$ cat src/raw_flash_consts.vh
// Constants for the raw flash port timing sequencer
`ifndef RAW_FLASH_CONSTS_VH
`define RAW_FLASH_CONSTS_VH
// Mode encodings
`define MODE_ASYNC      2'h0
`define MODE_SRC_SYNC   2'h1
`define MODE_TOGGLE     2'h2
`define MODE_NVDDR2     2'h3
// Operation encodings
`define OP_CMD          2'h0
`define OP_ADDR         2'h1
`define OP_WRITE        2'h2
`define OP_READ         2'h3
// Count field width and reset value of counts
`define CNT_W           8
`define CNT_RESET       8'h01
// Strobe delay target field and its typical setting
`define DLY_W           4
`define DLY_TYPICAL     4'h7
// Clock period in ns of the sequencer clock, mclk
`define CLK_PERIOD_NS   20
`endif

$ cat src/raw_flash_port.v
// Raw flash port cycle timing sequencer: sync, toggle and NV-DDR2 modes
//
// Contract
// (RL1) Sync mode chip-select lead, preamble, postamble come from counts times clock.
// (RL2) Toggle strobe and latch timing come from setup, data setup, hold counts.
// (RL3) Address setup may be 0; data setup and hold are at least 1.
// (RL4) DDR read captures 8-bit data on both edges of delayed strobe.
// (RL5) Strobe delay target programmable; 0x7 is about a quarter clock. Here each step is one mclk cycle, so 0x7 delays eight clocks.
// (RL6) Software raises the delay target when board trace delay is large.
// (RL7) NV-DDR2 command and address cycles use asynchronous strobe sequencing.
// (RL8) NV-DDR2 data transfers use toggle-mode double-rate sequencing.
// (RL9) Toggle command and address latches use asynchronous setup and hold counts.
// (RL10) Toggle data phase starts only after latch enables held low long enough.
// (RL11) Sync write first strobe edge comes one clock after flash clock edge.
// (RL12) Software keeps preamble plus one at least setup plus data setup.
`timescale 1ns/1ps
`include "raw_flash_consts.vh"
module raw_flash_port #(
	parameter BURST_W = 8
) (
	input  wire                  mclk,
	input  wire                  reset,
	input  wire [1:0]            mode,
	input  wire [1:0]            op,
	input  wire [7:0]            op_data,
	input  wire [BURST_W-1:0]    burst_len,
	input  wire                  start,
	input  wire [`CNT_W-1:0]     address_setup_cycles,
	input  wire [`CNT_W-1:0]     data_setup_cycles,
	input  wire [`CNT_W-1:0]     data_hold_cycles,
	input  wire [`CNT_W-1:0]     ce_lead_cycles,
	input  wire [`CNT_W-1:0]     preamble_cycles,
	input  wire [`CNT_W-1:0]     postamble_cycles,
	input  wire [`DLY_W-1:0]     read_strobe_delay_target,
	output reg                   busy,
	output reg                   done,
	output reg                   rd_valid,
	output reg  [7:0]            rd_data,
	output reg                   flash_chip_select_n,
	output reg                   flash_cle,
	output reg                   flash_ale,
	output reg                   flash_we_n,
	output reg                   flash_re_n,
	output reg                   flash_clk,
	input  wire                  flash_dqs_in,
	output reg                   flash_dqs_out,
	output reg                   flash_dqs_oe,
	input  wire [7:0]            flash_dq_in,
	output reg  [7:0]            flash_dq_out,
	output reg                   flash_dq_oe
);

// ----------------------------------------
// States
// ----------------------------------------
localparam [6:0] ST_IDLE = 7'h01;
localparam [6:0] ST_LEAD = 7'h02;
localparam [6:0] ST_SETUP = 7'h04;
localparam [6:0] ST_PULSE = 7'h08;
localparam [6:0] ST_HOLD = 7'h10;
localparam [6:0] ST_DATA = 7'h20;
localparam [6:0] ST_POST = 7'h40;

reg [6:0]         state;
reg [`CNT_W-1:0]  cnt;
reg [BURST_W:0]   beats;
reg               is_data;
reg [1:0]         op_q;
reg [1:0]         mode_q;
reg [7:0]         wdata;

// ----------------------------------------
// Input synchronisers and delayed strobe
// ----------------------------------------
reg  [1:0] dqs_sync;
reg  [7:0] dq_s1;
reg  [7:0] dq_s2;
reg  [15:0] dqs_line;
reg  [7:0]  dq_line [0:15];
wire [3:0]  tap = read_strobe_delay_target;
wire        dqs_del = dqs_line[tap];
reg         dqs_del_q;
integer     k;

always @(posedge mclk or posedge reset) begin
	if (reset) begin
		dqs_sync <= 2'h0;
		dq_s1 <= 8'h00;
		dq_s2 <= 8'h00;
		dqs_line <= 16'h0000;
		dqs_del_q <= 1'b0;
	end else begin
		dqs_sync <= {dqs_sync[0], flash_dqs_in};
		dq_s1 <= flash_dq_in;
		dq_s2 <= dq_s1;
		// Programmable delay line on the strobe [RL5]
		dqs_line <= {dqs_line[14:0], dqs_sync[1]};
		dqs_del_q <= dqs_del;
	end
end

always @(posedge mclk) begin
	dq_line[0] <= dq_s2;
	for (k = 1; k < 16; k = k + 1)
		dq_line[k] <= dq_line[k-1];
end

// Both edges of the delayed strobe capture data [RL4]
wire dqs_edge = dqs_del ^ dqs_del_q;

// ----------------------------------------
// Timing counts, clamped to legal minimums
// ----------------------------------------
wire [`CNT_W-1:0] ds_c = (data_setup_cycles == 8'h00) ? 8'h01 : data_setup_cycles; // [RL3]
wire [`CNT_W-1:0] dh_c = (data_hold_cycles == 8'h00) ? 8'h01 : data_hold_cycles; // [RL3]
wire              sync_mode = (mode_q == `MODE_SRC_SYNC);
wire              ddr_data = (mode_q == `MODE_TOGGLE) || (mode_q == `MODE_NVDDR2); // [RL8]

// ----------------------------------------
// Sequencer
// ----------------------------------------
always @(posedge mclk or posedge reset) begin
	if (reset) begin
		state <= ST_IDLE;
		cnt <= 8'h00;
		beats <= {(BURST_W+1){1'b0}};
		is_data <= 1'b0;
		op_q <= 2'h0;
		mode_q <= 2'h0;
		wdata <= 8'h00;
		busy <= 1'b0;
		done <= 1'b0;
		rd_valid <= 1'b0;
		rd_data <= 8'h00;
		flash_chip_select_n <= 1'b1;
		flash_cle <= 1'b0;
		flash_ale <= 1'b0;
		flash_we_n <= 1'b1;
		flash_re_n <= 1'b1;
		flash_clk <= 1'b0;
		flash_dqs_out <= 1'b0;
		flash_dqs_oe <= 1'b0;
		flash_dq_out <= 8'h00;
		flash_dq_oe <= 1'b0;
	end else begin
		done <= 1'b0;
		rd_valid <= 1'b0;
		if (sync_mode && busy)
			flash_clk <= ~flash_clk;
		case (state)
		ST_IDLE: begin
			flash_clk <= 1'b0;
			if (start) begin
				busy <= 1'b1;
				mode_q <= mode;
				op_q <= op;
				wdata <= op_data;
				is_data <= op[1];
				beats <= {1'b0, burst_len};
				flash_chip_select_n <= 1'b0;
				// Chip-select lead time before anything else [RL1]
				cnt <= (mode == `MODE_SRC_SYNC) ? ce_lead_cycles : 8'h00;
				state <= ST_LEAD;
			end
		end
		ST_LEAD: begin
			if (cnt != 8'h00) begin
				cnt <= cnt - 8'h01;
			end else if (is_data && (ddr_data || sync_mode)) begin
				// Latch enables already low; preamble gives them time [RL10]
				flash_cle <= 1'b0;
				flash_ale <= 1'b0;
				flash_re_n <= (op_q == `OP_READ) ? 1'b0 : 1'b1;
				flash_dqs_oe <= (op_q == `OP_WRITE);
				flash_dqs_out <= 1'b0;
				cnt <= preamble_cycles; // [RL1] [RL2]
				state <= ST_SETUP;
			end else begin
				// Asynchronous style latch cycle for command, address [RL7] [RL9]
				flash_cle <= (op_q == `OP_CMD);
				flash_ale <= (op_q == `OP_ADDR);
				flash_dq_out <= wdata;
				flash_dq_oe <= (op_q != `OP_READ);
				cnt <= address_setup_cycles; // [RL2]
				state <= ST_SETUP;
			end
		end
		ST_SETUP: begin
			if (cnt != 8'h00) begin
				cnt <= cnt - 8'h01;
			end else if (is_data && (ddr_data || sync_mode)) begin
				flash_dq_oe <= (op_q == `OP_WRITE);
				flash_dq_out <= wdata;
				// First strobe edge one clock later [RL11]
				state <= ST_DATA;
			end else begin
				flash_we_n <= (op_q == `OP_READ);
				flash_re_n <= (op_q != `OP_READ);
				cnt <= ds_c - 8'h01; // [RL2] [RL3]
				state <= ST_PULSE;
			end
		end
		ST_PULSE: begin
			if (cnt != 8'h00) begin
				cnt <= cnt - 8'h01;
			end else begin
				if (op_q == `OP_READ) begin
					rd_data <= dq_s2;
					rd_valid <= 1'b1;
				end
				flash_we_n <= 1'b1;
				flash_re_n <= 1'b1;
				cnt <= dh_c - 8'h01; // [RL2] [RL3]
				state <= ST_HOLD;
			end
		end
		ST_HOLD: begin
			if (cnt != 8'h00) begin
				cnt <= cnt - 8'h01;
			end else begin
				flash_cle <= 1'b0;
				flash_ale <= 1'b0;
				flash_dq_oe <= 1'b0;
				cnt <= 8'h00;
				state <= ST_POST;
			end
		end
		ST_DATA: begin
			if (op_q == `OP_WRITE) begin
				flash_dqs_out <= ~flash_dqs_out;
				beats <= beats - {{BURST_W{1'b0}}, 1'b1};
				if (beats == {(BURST_W+1){1'b0}}) begin
					flash_dqs_out <= 1'b0;
					cnt <= postamble_cycles; // [RL1]
					state <= ST_POST;
				end
			end else begin
				flash_re_n <= ~flash_re_n;
				if (dqs_edge) begin
					rd_data <= dq_line[tap]; // [RL4]
					rd_valid <= 1'b1;
					beats <= beats - {{BURST_W{1'b0}}, 1'b1};
					if (beats == {(BURST_W+1){1'b0}}) begin
						cnt <= postamble_cycles; // [RL1]
						state <= ST_POST;
					end
				end
			end
		end
		ST_POST: begin
			if (cnt != 8'h00) begin
				cnt <= cnt - 8'h01;
			end else begin
				flash_re_n <= 1'b1;
				flash_dqs_oe <= 1'b0;
				flash_dq_oe <= 1'b0;
				flash_chip_select_n <= 1'b1;
				busy <= 1'b0;
				done <= 1'b1;
				state <= ST_IDLE;
			end
		end
		default: state <= ST_IDLE;
		endcase
	end
end

endmodule

$ cat config.mk
export PLATFORM = sky130hd
export DESIGN_NAME = raw_flash_port
export DESIGN_NICKNAME = d
export VERILOG_FILES = /design/src/raw_flash_port.v
export VERILOG_INCLUDE_DIRS = /design/src
export SDC_FILE = /design/constraint.sdc
export NUM_CORES = 1
export LEC_CHECK = 0
export ABC_AREA = 1
export BUFFER_PORTS_ARGS = -buffer_cell sky130_fd_sc_hd__buf_2
export CAP_MARGIN = 20
export CORE_UTILIZATION = 40
export DETAILED_ROUTE_END_ITERATION = 8
export HOLD_SLACK_MARGIN = 0.06
export PLACE_DENSITY = 0.68
export SETUP_SLACK_MARGIN = 0.05
export SLEW_MARGIN = 0
export SYNTH_ARGS = -nofsm -noshare
export SYNTH_HDL_FRONTEND = slang
export SYNTH_SLANG_ARGS = --single-unit
$ cat constraint.sdc
create_clock -name mclk -period 3.2 [get_ports mclk]
set_input_delay 0.64 -clock mclk [delete_from_list [all_inputs] [get_ports mclk]]
set_output_delay 0.64 -clock mclk [all_outputs]
set_load 0.05 [all_outputs]
# Word-level counts from Yosys, hierarchy flattened
# Memories as Yosys holds them, arrays and structs flattened.
# Cells that the tools add are included.
dict set report word_totals {
  register_bits 100
  ramBits 128
  output_inout_bits 28
  word_cells 188
  memories 1
}
# memory words width rd rd_clocked_by_memory_dff write_ports line_no
set mem_list {}
lappend mem_list {dq_line 16 8 16 0 16 raw_flash_port.v:79} ;# reg [7:0] dq_line [0:15];
dict set report op_classes {
  n_addsub 4
  magnitude_cmp 1
  n_eq_ne 34
  mux 82
  bitwise_logic 4
  n_reduce_logical 36
}
# cell n
set op_table {}
lappend op_table {{$mux 8} 22}
lappend op_table {{$mux 7} 9}
lappend op_table {{$pmux 8 s7} 1}
lappend op_table {{$pmux 7 s7} 1}
lappend op_table {{$ne 2x2->1 const B} 18}
lappend op_table {{$pmux 8 s2} 2}
lappend op_table {{$mux 1} 31}
lappend op_table {{$mux 9} 3}
lappend op_table {{$sub 8x1->8 const B} 3}
lappend op_table {{$pmux 9 s2} 1}
lappend op_table {{$reduce_bool 2->1} 9}
lappend op_table {{$logic_not 8->1} 2}
lappend op_table {{$pmux 1 s2} 8}
lappend op_table {{$reduce_and 5->1} 3}
lappend op_table {{$reduce_and 7->1} 2}
lappend op_table {{$reduce_and 4->1} 3}
lappend op_table {{$logic_not 9->1} 1}
lappend op_table {{$reduce_and 3->1} 3}
lappend op_table {{$sub 9x1->9 const B} 1}
lappend op_table {{$eq 2x2->1 const B} 4}
lappend op_table {{$reduce_bool 8->1} 1}
lappend op_table {{$eq 7x1->1 const B} 1}
lappend op_table {{$eq 7x2->1 const B} 1}
lappend op_table {{$eq 7x3->1 const B} 1}
lappend op_table {{other kinds (22)} 30}

# Depth between registers and ports, before layout
# Gate-level depths: netlist of the first run.
dict set report logic_depth {
  word_depth 7
  ltp_mapped 16
  mapped_depth_nobuf 16
}

# Least setup slack after synthesis of the first run
# OpenSTA, ideal clock, no wires.
dict set report synth_path {
  path_type {input -> register}
  startpoint {input data_hold_cycles[2]}
  endpoint {register cnt[6]}
  setup_time_ns 0.117
  arrival_ns 2.045
  t_required_ns 3.083
  setup_slack_ns 1.038
  path_stages 16
  cell_sequence {inv_1 -> nand2_1 -> nor2_1 -> a21oi_1 -> ha_1 -> inv_1 -> nor2_1 -> nand2_1 -> o21ai_0 -> nand3_1 -> nand2_1 -> nand4_1 -> nand2_1 -> nand3_1 -> nand2_1 -> nand2_1}
}
dict set report synth_via {
  elab_chain_len 5
}
# item line_no
set synth_rtl {}
lappend synth_rtl {{start, declared} raw_flash_port.v:30} ;# input wire [`CNT_W-1:0] data_hold_cycles,
lappend synth_rtl {{$logic_not 8->1} raw_flash_port.v:115} ;# wire [`CNT_W-1:0] dh_c = (data_hold_cycles == 8'h00) ? 8'h01 : data_hold_cycles;
lappend synth_rtl {{$mux 8 (*)} raw_flash_port.v:115}
lappend synth_rtl {{$sub 8x1->8 (*)} raw_flash_port.v:213} ;# cnt <= dh_c - 8'h01;
lappend synth_rtl {{$mux 8 (*)} raw_flash_port.v:204} ;# if (cnt != 8'h00) begin
lappend synth_rtl {{$pmux 8 s7 (*)} raw_flash_port.v:150} ;# case (state)
lappend synth_rtl {{end signal, assigned} raw_flash_port.v:205} ;# cnt <= cnt - 8'h01;
lappend synth_rtl {{end signal, assigned} raw_flash_port.v:213}
lappend synth_rtl {{end signal, assigned} raw_flash_port.v:219} ;# cnt <= cnt - 8'h01;
lappend synth_rtl {{end, declared} raw_flash_port.v:65} ;# reg [`CNT_W-1:0] cnt;
# Mark *: on every way between the ends. The rest lies on a longest branch, timed or not.
# A chain may end at the register's enable or synchronous reset.

# Worst setup path after layout of the first run
dict set report layout_path {
  startpoint {register cnt[0]}
  endpoint {register cnt[0]}
}
dict set report layout_via {
  elab_chain_len 4
  word_cells_on_any_way 14
  cone_classes {add/sub (1); eq/ne (2); mux (9); reduce/logical (2)}
}
# item line_no
set layout_rtl {}
lappend layout_rtl {{start signal, assigned} raw_flash_port.v:162} ;# cnt <= (mode == `MODE_SRC_SYNC) ? ce_lead_cycles : 8'h00;
lappend layout_rtl {{start signal, assigned} raw_flash_port.v:168} ;# cnt <= cnt - 8'h01;
lappend layout_rtl {{start signal, assigned} raw_flash_port.v:176} ;# cnt <= preamble_cycles;
lappend layout_rtl {{branches (longest 4 deep; another with $sub 8x1->8)} n/a}
# Several ways; the timed one is not identified. The select of a mux whose other input is x is not followed.

==> summary.md, run 1 <==
| Metric | Value |
|---|---|
| Final min period | `around 2100 ps` |
| Worst setup EP type | `flip-flop` |
| # resized after CTS | `0` |
| Post-DRT Antenna Nets | `0` |
| Peak VDD IR | `between 0.0005 and 0.0006 V` |
| Ys async rst share | `43.61%` |
| Final setup fails | `0` |
| # diodes | `0` |
| Yosys top cell area share | `28.42%` |
| Via count | `approximately 7,400` |
| Clock root buffer | `clkbuf_16` |
| Area grow syn2layout | `18.25%` |
| Gr ovfl total | `0` |
| Syn Area/Cell | `about 8.3 sq um` |
| CP required | `about 3700 ps` |
| Unique masters post-synth | `44` |
| Clk_skew | `12.82 ps` |
| CP Data Arrival Time | `around 2600 ps` |
| RSZ-0062 raised after global routing | `false` |
| Max Buffers Root-to-Sink | `3` |
| Global Route Usage Sum | `18.99%` |
| Sink Count | `~230` |
| Starting utilization of the core area | `between 40% and 50%` |
| Total Power | `9027 uW` |
| Initial antenna violation count | `0` |
| First drt pass iteration count | `5` |
| Non-filler cells, final | `1,491` |
| Area leader, netlist | `dfxtp_1` |
| Fill count | `2,040` |
| Largest net degree at the start of global routing | `62` |
| Die Span Y | `152.1 um` |
| GPL Wtd Cong | `~0.9` |
| Final WL | `roughly 21 mm` |
| Final net count | `1,283` |
| Pwr/cell area | `roughly 850 nW/um^2` |
| DRC | `0` |
| Area of the core | `21,960 sq um` |
| Num ports | `around 110` |
| Startpoint types | `flip-flop` |
| Row count | `54` |
| Setup TNS | `0 ps` |
| Ys flop type | `dfxtp_1` |
| Static leakage | `0.005228 uW` |
| Commonest cells after routing, fill and taps aside | `nand2_1, dfxtp_1, nor2_1, buf_2` |
| H-tree depth | `1` |
| Avg WL per Cell | `approximately 14 um` |
| Slew Viols, Final | `0` |
| Post-CTS setup buffers | `0` |
| Vias in the first global route | `between 7,000 and 8,000` |
| Die width | `approximately 150 um` |
| Vias per cell | `roughly 5` |
| Syn nets | `around 1,200` |
| Fin crit share | `between 60% and 70%` |
| Crit Path Category | `flip-flop to flip-flop` |
| Final core utilization | `48.55%` |
| Slew @ Worst Pin | `605.4 ps` |
| Port Buf Inserts | `111` |
| Fmax | `0.4678 GHz` |
| Synthesis warning total | `0` |
| Worst hold path class | `input port to asynchronous set/reset pin` |
| Clock Latency Late Sink | `between 500 and 600 ps` |
| Post-synth EDFFs | `0` |
| Detailed Place HPWL | `between 10 and 15 mm` |
| Num CTS Buffers | `23` |
| First-pass GRT wire length | `36.16 mm` |
| Worst-path clk slew | `roughly 60 ps` |
| CTS tree | `yes` |
| Synth area leaders | `dfxtp_1, dfrtp_1, nand2_1` |
| Slew Limit Headroom | `59.56%` |
| CP max FO | `21` |
| Status | `completed` |
| Syn Inst Count | `approximately 1,100` |
| Seq/Total Area, Yosys | `a little under three fifths` |
| Flops & latches, synth | `227` |
| Initial DRC Count | `approximately 420` |
| Leading cell type in the layout, fill and taps excluded | `nand2_1` |
| Cts-stage hold buffer count | `0` |
| Die ar. | `~23,000 sq um` |
| Max_cap viols | `0` |
| Hold Vio Cnt, Final | `0` |
| Placed insts | `~1,400` |
| Share of layout cells above drive strength 1 | `16.60%` |
| Post-Synthesis Cell Area | `9015 sq um` |
## report_power, final
part           switching (uW)  total, uW  leakage [uW]  internal (uW)
combinational            1890       2660       0.00251            780
clock                    1110       2830      0.000406           1710
sequential                261       3540       0.00231           3280
## kinds of logic after synthesis
group	Yosys count	share of synthesized area (%)
AND/OR/NAND/NOR	518	24.65
flip-flops	227	55.96
AO/OA/AOI/OAI	176	10.53
buffers and inverters	141	6.551
XOR/XNOR	12	1.166
adder cells (fa/ha/maj)	5	0.6940
multiplexers	4	0.4442
## flip-flops by register name, indices dropped and copies added (netlist names), 2 cells and up
name,flops
dqs_line,16
dq_s2,8
beats,9
dqs_sync,2
dq_line,128
op_q,2
rd_data,8
cnt,8
wdata,8
mode_q,2
flash_dq_out,8
dq_s1,8
state,7
## cell type report
type / count / area, sq um / area share (%)
clock buffers: 33 / 705.7 / 6.620
well taps: 280 / 350.3 / 3.286
inverters: 103 / 397.9 / 3.732
clock inverters: 9 / 116.4 / 1.092
multi-input cells: 715 / 3379 / 31.70
flip-flops and latches: 227 / 5045 / 47.32
repair buffers: 124 / 665.6 / 6.244
## Yosys cell counts, types with 6 or more instances
| master | number |
|---|---|
| nand2_1 | 263 |
| o22ai_1 | 32 |
| nor2_1 | 121 |
| xor2_1 | 10 |
| buf_2 | 13 |
| nand4_1 | 14 |
| clkbuf_1 | 17 |
| o21ai_0 | 95 |
| dfxtp_1 | 128 |
| inv_1 | 94 |
| o21ai_1 | 23 |
| inv_2 | 6 |
| dfrtp_1 | 95 |
| nand3_1 | 91 |
| a21oi_1 | 16 |
## worst paths after layout
kind,from,end,slack [ps],cells past startpoint
min in group mclk,flash_dq_in[2],dq_s1[2],230,1
hold reg to reg,dq_line[8][5],dq_line[9][5],340,0
setup / recovery,cnt[0],cnt[0],1060,13
hold / removal,reset,wdata[2],190,2
max in group asynchronous,reset,state[0],2280,3
setup reg to reg,cnt[0],cnt[0],1060,13
## layer usage
layer,GRT usage (%),part of all wire [%],up-vias
li1,-,-,3726
met1,25.95,46,3403
met2,30.44,46,201
met3,3.879,6.4,31
met4,5.442,1.7,0
met5,0,0,-
## critical path, stage by stage (launching register included)
cell	delay, ps
dfrtp_1	400
inv_1	90
ha_1	210
nand2_1	120
nor2_4	50
inv_2	310
nand2_1	150
nand2_1	230
inv_1	110
o21ai_0	160
nor2_1	60
nand3_1	80
nand2_1	50
nand2_1	60
## metrics by stage
stage | area (sq um) | hold slack, ps | setup WS [ps]
6_report | 10660 | 192.7 | 1062
5_1_grt | 10660 | 212.9 | 775.0
4_1_cts | 10660 | 203.5 | 1068
3_5_place_dp | 9838 | 330.7 | 555.7
3_3_place_gp | 9838 | 327.1 | 694.9
2_1_floorplan | 9019 | 325.9 | 1038
No activity file was read; power rests on OpenSTA's default activity.
==> inputs of run 2 (changes only) <==
==> constraint.sdc (replaced) <==
create_clock -name mclk -period 1.95 [get_ports mclk]
set_input_delay 0.39 -clock mclk [delete_from_list [all_inputs] [get_ports mclk]]
set_output_delay 0.39 -clock mclk [all_outputs]
set_load 0.05 [all_outputs]
==> run 2 against run 1 <==
Against the previous run:
- maximum frequency increased by 16%
- core utilization increased by 4.3 points
- worst setup slack worse by 960 ps
- non-clock buffer count increased by 88
- largest power group unchanged
==> summary.md, run 2 (synthesis results as in run 1) <==
| Metric | Value |
|---|---|
| Num CTS Buffers | `24` |
| Leading cell type in the layout, fill and taps excluded | `nand2_1` |
| H-tree depth | `1` |
| Die ar. | `roughly 23,000 sq um` |
| Area grow syn2layout | `28.80%` |
| Worst-path cell chain | `inv_2 -> ha_4 -> nand2_4 -> nor2_4 -> clkinv_4 -> buf_8 -> buf_6 -> nand4_1 -> nand3_1 -> nor2_1 -> nand2_1 -> nand2_1 -> nand2_1` |
| Clock Latency Late Sink | `~530 ps` |
| Sink Count | `approximately 230` |
| Share of layout cells above drive strength 1 | `roughly a quarter` |
| Clk_skew | `approximately 18 ps` |
| Fmax | `between 0.5 and 0.6 GHz` |
| Cell family with most CP delay | `simple AND/OR/NAND/NOR gates` |
| Cell Area, Placed | `a little over 10,000 sq um` |
| Initial antenna violation count | `0` |
| Num ports | `approximately 110` |
| Clock root buffer | `clkbuf_16` |
| CP required | `2360 ps` |
| Max Buffers Root-to-Sink | `3` |
| Vias per cell | `slightly below 5` |
| RSZ-0062 raised after global routing | `true` |
| Avg WL per Cell | `14.04 um` |
| Startpoint types | `flip-flop` |
| First drt pass iteration count | `4` |
| Cell count of the worst reg-to-reg path | `13` |
| Hold Vio Cnt, Final | `0` |
| Final WL | `roughly 22 mm` |
| Worst hold start | `op_data[7]` |
| Crit path capture | `cnt[4]` |
| Slew Viols, Final | `0` |
| Total Power | `15,600 uW` |
| Global Route Usage Sum | `about a fifth` |
| Final setup margin | `between 100 and 150 ps` |
| RR Startpoint | `cnt[1]` |
| Final hold slack | `79.31 ps` |
| Port Buf Inserts | `111` |
| Fin crit share | `94.57%` |
| Top flop regs | `dq_line: 128 flops, dqs_line: 16 flops, beats: 9 flops` |
| Finished Cell Area | `11,610 sq um` |
| Max_cap viols | `0` |
| Final net count | `1,374` |
| Worst Setup SP | `cnt[1]` |
| Detailed Place HPWL | `approximately 15 mm` |
| Pwr/cell area | `around 1300 nW/um^2` |
| Final min period | `between 1500 and 2000 ps` |
| Row count | `54` |
| Fill count | `roughly 1,900` |
| # diodes | `0` |
| Worst path max stage delay | `approximately 400 ps` |
| Final setup fails | `0` |
| Die width | `152.1 um` |
| Buf+Inv Stages, Crit Path | `4` |
| Setup slack at placement | `-181.1 ps` |
| Largest register by flop count | `dq_line` |
| Slew Limit Headroom | `about two thirds` |
| Reg2reg setup slack | `around 110 ps` |
| Static leakage | `around 0.0057 uW` |
| DRC | `0` |
| Gr ovfl total | `0` |
| Die Span Y | `about 150 um` |
| Status | `completed` |
| Max reg flops | `~130` |
| RR Endpoint | `cnt[4]` |
| Area of the core | `around 22,000 sq um` |
| Post-DRT Antenna Nets | `0` |
| Largest net degree at the start of global routing | `100` |
| Crit Path Category | `flip-flop to flip-flop` |
| CP Data Arrival Time | `2260 ps` |
| Top cell by count, worst path | `nand2_1` |
| Via count | `7,789` |
| Vias in the first global route | `about 7,300` |
| CTS tree | `yes` |
| Worst-path clk slew | `roughly 60 ps` |
| CP max FO | `7` |
| Peak VDD IR | `0.001029 V` |
| Non-filler cells, final | `1,583` |
| Starting utilization of the core area | `about 41%` |
| Placed insts | `around 1,500` |
| First-pass GRT wire length | `approximately 36 mm` |
| Critical-path top delay cell | `dfrtp_1` |
| GPL Wtd Cong | `slightly below 0.9` |
| Initial DRC Count | `~450` |
| Critical Path Stages | `13` |
| Slew @ Worst Pin | `roughly 530 ps` |
| Commonest cells after routing, fill and taps aside | `nand2_1, dfxtp_1, nor2_1, buf_2, dfrtp_1` |
| Worst setup EP type | `flip-flop` |
| Worst hold path class | `input port to flip-flop` |
==> run 2: cell types whose count changed in the layout (fill, tap and decap cells not counted), moves of 6 or more <==
cell           delta
buf_12            +6
buf_4            +60
dlygate4sd3_1    +18
inv_1             -8
inv_2             +7
nand2_1          -11
nand2_2           +9
nand3_1           -8
nand3_2           +6
==> run 2: repair_timing <==
item	in CTS	in global routing
hold endpoints to repair	85	0
gates resized for setup	5	55
setup endpoints to repair	7	31
setup buffers	0	12
hold buffers	18	0
pin swaps	1	23
cloned	0	2
==> run 2: area by class of cell <==
class	instances	area [sq um]	share of cell area [%]
Timing Repair Buffer	212	1465	12.62
Clock inverter	8	72.57	0.6250
Clock buffer	36	728.2	6.272
Multi-Input combinational cell	716	3537	30.46
Tap cell	280	350.3	3.017
Timing Repair inverter	1	6.256	0.05388
Sequential cell	227	5046	43.46
Inverter	103	405.4	3.491
==> run 2: metal layers <==
layer	up-vias	share of wire, %	track usage (%)
met5	-	0	0
met4	0	2.3	5.734
met3	36	6.3	4.193
met2	222	45	30.22
met1	3606	47	25.49
li1	3925	-	-
==> run 2: power by group <==
group | total [uW] | switching [uW] | internal, uW
logic | 5290 | 3410 | 1880
registers | 5810 | 427 | 5380
clock network | 4510 | 1890 | 2620
total | 15600 | 5730 | 9870
==> run 2: worst min-delay path by stage <==
| stage | slack (ps) | cells after the start | end |
|---|---|---|---|
| after global placement | 330 | 0 | dq_line[6][3] |
| after floorplan | 330 | 0 | dq_line[11][0] |
| after CTS | 60 | 3 | op_q[1] |
| after global routing | 70 | 3 | op_q[1] |
| after detailed placement | 330 | 0 | dq_line[2][6] |
| final | 80 | 3 | wdata[7] |
==> run 2: worst register-to-register path: stages, from the launching register on <==
cell,delay [ps]
dfrtp_1,400
inv_2,90
ha_4,140
nand2_4,50
nor2_4,180
clkinv_4,130
buf_8,160
buf_6,130
nand4_1,110
nand3_1,90
nor2_1,110
nand2_1,60
nand2_1,60
nand2_1,40
==> run 2: per-stage QoR <==
step | TNS [ps] | util (%)
after floorplan | 0 | -
after global placement | -395.9 | 47.15
after detailed placement | -877.9 | 47.15
after CTS | 0 | 51.69
after global routing | -23.36 | 52.88
final | 0 | 52.88
==> inputs of run 3 (changes only) <==
--- a/config.mk
+++ b/config.mk
@@ -12,7 +12,7 @@
 export CORE_UTILIZATION = 40
 export DETAILED_ROUTE_END_ITERATION = 8
 export HOLD_SLACK_MARGIN = 0.06
-export PLACE_DENSITY = 0.68
+export PLACE_DENSITY = 0.58
 export SETUP_SLACK_MARGIN = 0.05
 export SLEW_MARGIN = 0
 export SYNTH_ARGS = -nofsm -noshare
==> constraint.sdc (replaced) <==
create_clock -name mclk -period 1.8 [get_ports mclk]
set_input_delay 0.36 -clock mclk [delete_from_list [all_inputs] [get_ports mclk]]
set_output_delay 0.36 -clock mclk [all_outputs]
set_load 0.05 [all_outputs]
==> run 3 against run 2 <==
Against the previous run:
- the run now ends with design-rule violations, negative setup slack left
- clock skew increased by 1.7 ps
- total power grew 14%
- non-clock buffer count rose by 53
- hold slack lost 11 ps
- maximum frequency fell by 0.79%
- first-iteration DRC count is 11% lower
- clock-buffer cell count fell by 4
- via count up 3.1%
- worst setup slack worse by 160 ps
- cell count is 3.3% higher
- critical path type unchanged
- critical endpoint is now state[3]
- largest cell class unchanged
==> summary.md, run 3 (synthesis results as in run 1) <==
| Metric | Value |
|---|---|
| CTS tree | `yes` |
| Final WL | `approximately 24 mm` |
| Hold Path Sink | `wdata[7]` |
| Die ar. | `between 20,000 and 25,000 sq um` |
| First-pass GRT wire length | `a little under 40 mm` |
| Pwr/cell area | `1450 nW/um^2` |
| Final setup fails | `13` |
| Detailed Place HPWL | `~16 mm` |
| Share of layout cells above drive strength 1 | `31.00%` |
| Commonest cells after routing, fill and taps aside | `nand2_1, dfxtp_1, buf_4, buf_2, nor2_1` |
| Reg2reg setup slack | `-60 ps` |
| Post-DRT Antenna Nets | `0` |
| Via count | `8,030` |
| Static leakage | `a little over 0.006 uW` |
| Slew Viols, Final | `0` |
| Area of the core | `about 22,000 sq um` |
| RR Startpoint | `cnt[1]` |
| Largest net degree at the start of global routing | `47` |
| Num ports | `~110` |
| Sw Ratio | `between 30% and 40%` |
| Top cell by count, worst path | `nor2_4` |
| Area grow syn2layout | `36.60%` |
| Initial antenna violation count | `2` |
| DRC | `6` |
| Vias per cell | `4.908` |
| Fill count | `about 2,000` |
| CP max FO | `8` |
| CP Data Arrival Time | `2290 ps` |
| Final net count | `1,427` |
| Clock root buffer | `clkbuf_16` |
| Buf+Inv Stages, Crit Path | `3` |
| Die width | `between 150 and 200 um` |
| Peak VDD IR | `0.001004 V` |
| RSZ-0062 raised after global routing | `true` |
| Failing checks | `design-rule violations, negative setup slack` |
| Combinational fraction of design power | `about 40%` |
| Sw Pwr | `roughly 6700 uW` |
| Hold Vio Cnt, Final | `0` |
| Placed insts | `between 1,500 and 2,000` |
| GPL Wtd Cong | `around 0.85` |
| Non-filler cells, final | `1,636` |
| Final core utilization | `a little under three fifths` |
| Num CTS Buffers | `24` |
| Worst path max stage delay | `approximately 400 ps` |
| Max reg flops | `roughly 130` |
| Top flop regs | `dq_line: 128 flops, dqs_line: 16 flops, beats: 9 flops` |
| Critical-path top delay cell | `dfrtp_1` |
| Largest register by flop count | `dq_line` |
| Worst setup EP type | `flip-flop` |
| First drt pass iteration count | `7` |
| Leading cell type in the layout, fill and taps excluded | `nand2_1` |
| Vias in the first global route | `roughly 7,700` |
| Worst hold path class | `input port to flip-flop` |
| Clock power share | `25.6%` |
| Starting utilization of the core area | `about 41%` |
| Sink Count | `approximately 230` |
| Worst hold stages | `3` |
| Cell count of the worst reg-to-reg path | `11` |
| Slew @ Worst Pin | `~560 ps` |
| Clk_skew | `between 20 and 25 ps` |
| Cell family with most CP delay | `simple AND/OR/NAND/NOR gates` |
| CP required | `about 2200 ps` |
| Clock Latency Late Sink | `520 ps` |
| Total Power | `around 18,000 uW` |
| Status | `finished with violations` |
| Gr ovfl total | `0` |
| Row count | `54` |
| Avg WL per Cell | `between 10 and 15 um` |
| Max_cap viols | `0` |
| Fin crit share | `103.3%` |
| Max Buffers Root-to-Sink | `3` |
| Port Buf Inserts | `111` |
| Critical Path Stages | `11` |
| Reg power frac | `about a third` |
| Global Route Usage Sum | `between 20% and 30%` |
| Worst-path cell chain | `inv_2 -> ha_4 -> nand2_2 -> nor2_4 -> clkinv_4 -> nand2_4 -> buf_4 -> nand3_2 -> nor2_4 -> nand3_4 -> o21ai_2` |
| RR Endpoint | `state[3]` |
| H-tree depth | `1` |
| Startpoint types | `flip-flop` |
| Final setup margin | `-58.80 ps` |
| Internal power | `approximately 11,000 uW` |
| Die Span Y | `roughly 150 um` |
| Fmax | `~0.54 GHz` |
| Crit Path Category | `flip-flop to flip-flop` |
| Slew Limit Headroom | `62.27%` |
| Initial DRC Count | `between 400 and 500` |
| Worst hold start | `op_data[7]` |
| Final min period | `between 1500 and 2000 ps` |
| Worst-path clk slew | `~60 ps` |
## run 3: cell types whose count changed in the layout (fill, tap and decap cells not counted), sizes merged
cell / delta
nand3: +2
clkinv: +7
nand2: -1
clkbuf: -3
inv: -5
buf: +52
diode: +1
## run 3: power groups by stage
| stage | registers [uW] | clock network [uW] | logic (uW) |
|---|---|---|---|
| floorplan | 7020 | 0 | 2940 |
| global placement | 6280 | 0 | 5710 |
| global route | 6330 | 4910 | 7720 |
| finish | 6250 | 4570 | 7040 |
| detailed placement | 6290 | 0 | 5740 |
| CTS | 6220 | 4680 | 6420 |
## run 3: tightest hold or removal path, stage by stage
cell and delay [ps]:
buf_2 70, nand2_1 40, o21ai_0 60
## run 3: layout make-up
class	instances	area [sq um]	share of cell area, %
clock buffers	32	661.9	5.375
diodes	1	2.502	0.02032
flip-flops and latches	227	5045	40.97
clock inverters	11	72.57	0.5893
repair buffers	265	1927	15.65
well taps	280	350.3	2.845
inverters	103	407.9	3.312
multi-input cells	717	3847	31.24
## run 3: what timing repair did
action                                  CTS  global route
hold buffers                             18             0
gates resized for setup                  60            82
gates cloned                              2             3
endpoints found under the setup margin   39            55
buffers inserted                         10             6
endpoints found under the hold margin    23             0
pin swaps                                23            34
## run 3: worst max path at each step
stage	end	from	slack (ps)
after global routing	cnt[6]	cnt[1]	-210
after detailed placement	cnt[6]	data_hold_cycles[4]	-240
after CTS	cnt[5]	state[3]	20
final	state[3]	cnt[1]	-60
after floorplan	cnt[6]	data_hold_cycles[1]	40
after global placement	cnt[6]	data_setup_cycles[7]	-200
## run 3: routing by layer
| layer | global-route usage, % | vias up | wire length, um |
|---|---|---|---|
| met1 | 29.38 | 3734 | 11330 |
| li1 | - | 4039 | - |
| met5 | 0 | - | 13 |
| met2 | 31.69 | 220 | 10570 |
| met3 | 3.736 | 35 | 1442 |
| met4 | 4.908 | 2 | 427 |
## run 3: stage by stage
step | area [sq um] | TNS, ps | setup slack, ps | hold slack [ps]
6_report | 12310 | -456.5 | -58.80 | 68.61
3_3_place_gp | 10740 | -3032 | -199.5 | 327.2
4_1_cts | 11960 | 0 | 15.27 | 63.19
3_5_place_dp | 10740 | -3492 | -239.3 | 331.3
5_1_grt | 12310 | -3199 | -205.6 | 73.55
2_1_floorplan | 9047 | 0 | 42.79 | 325.9
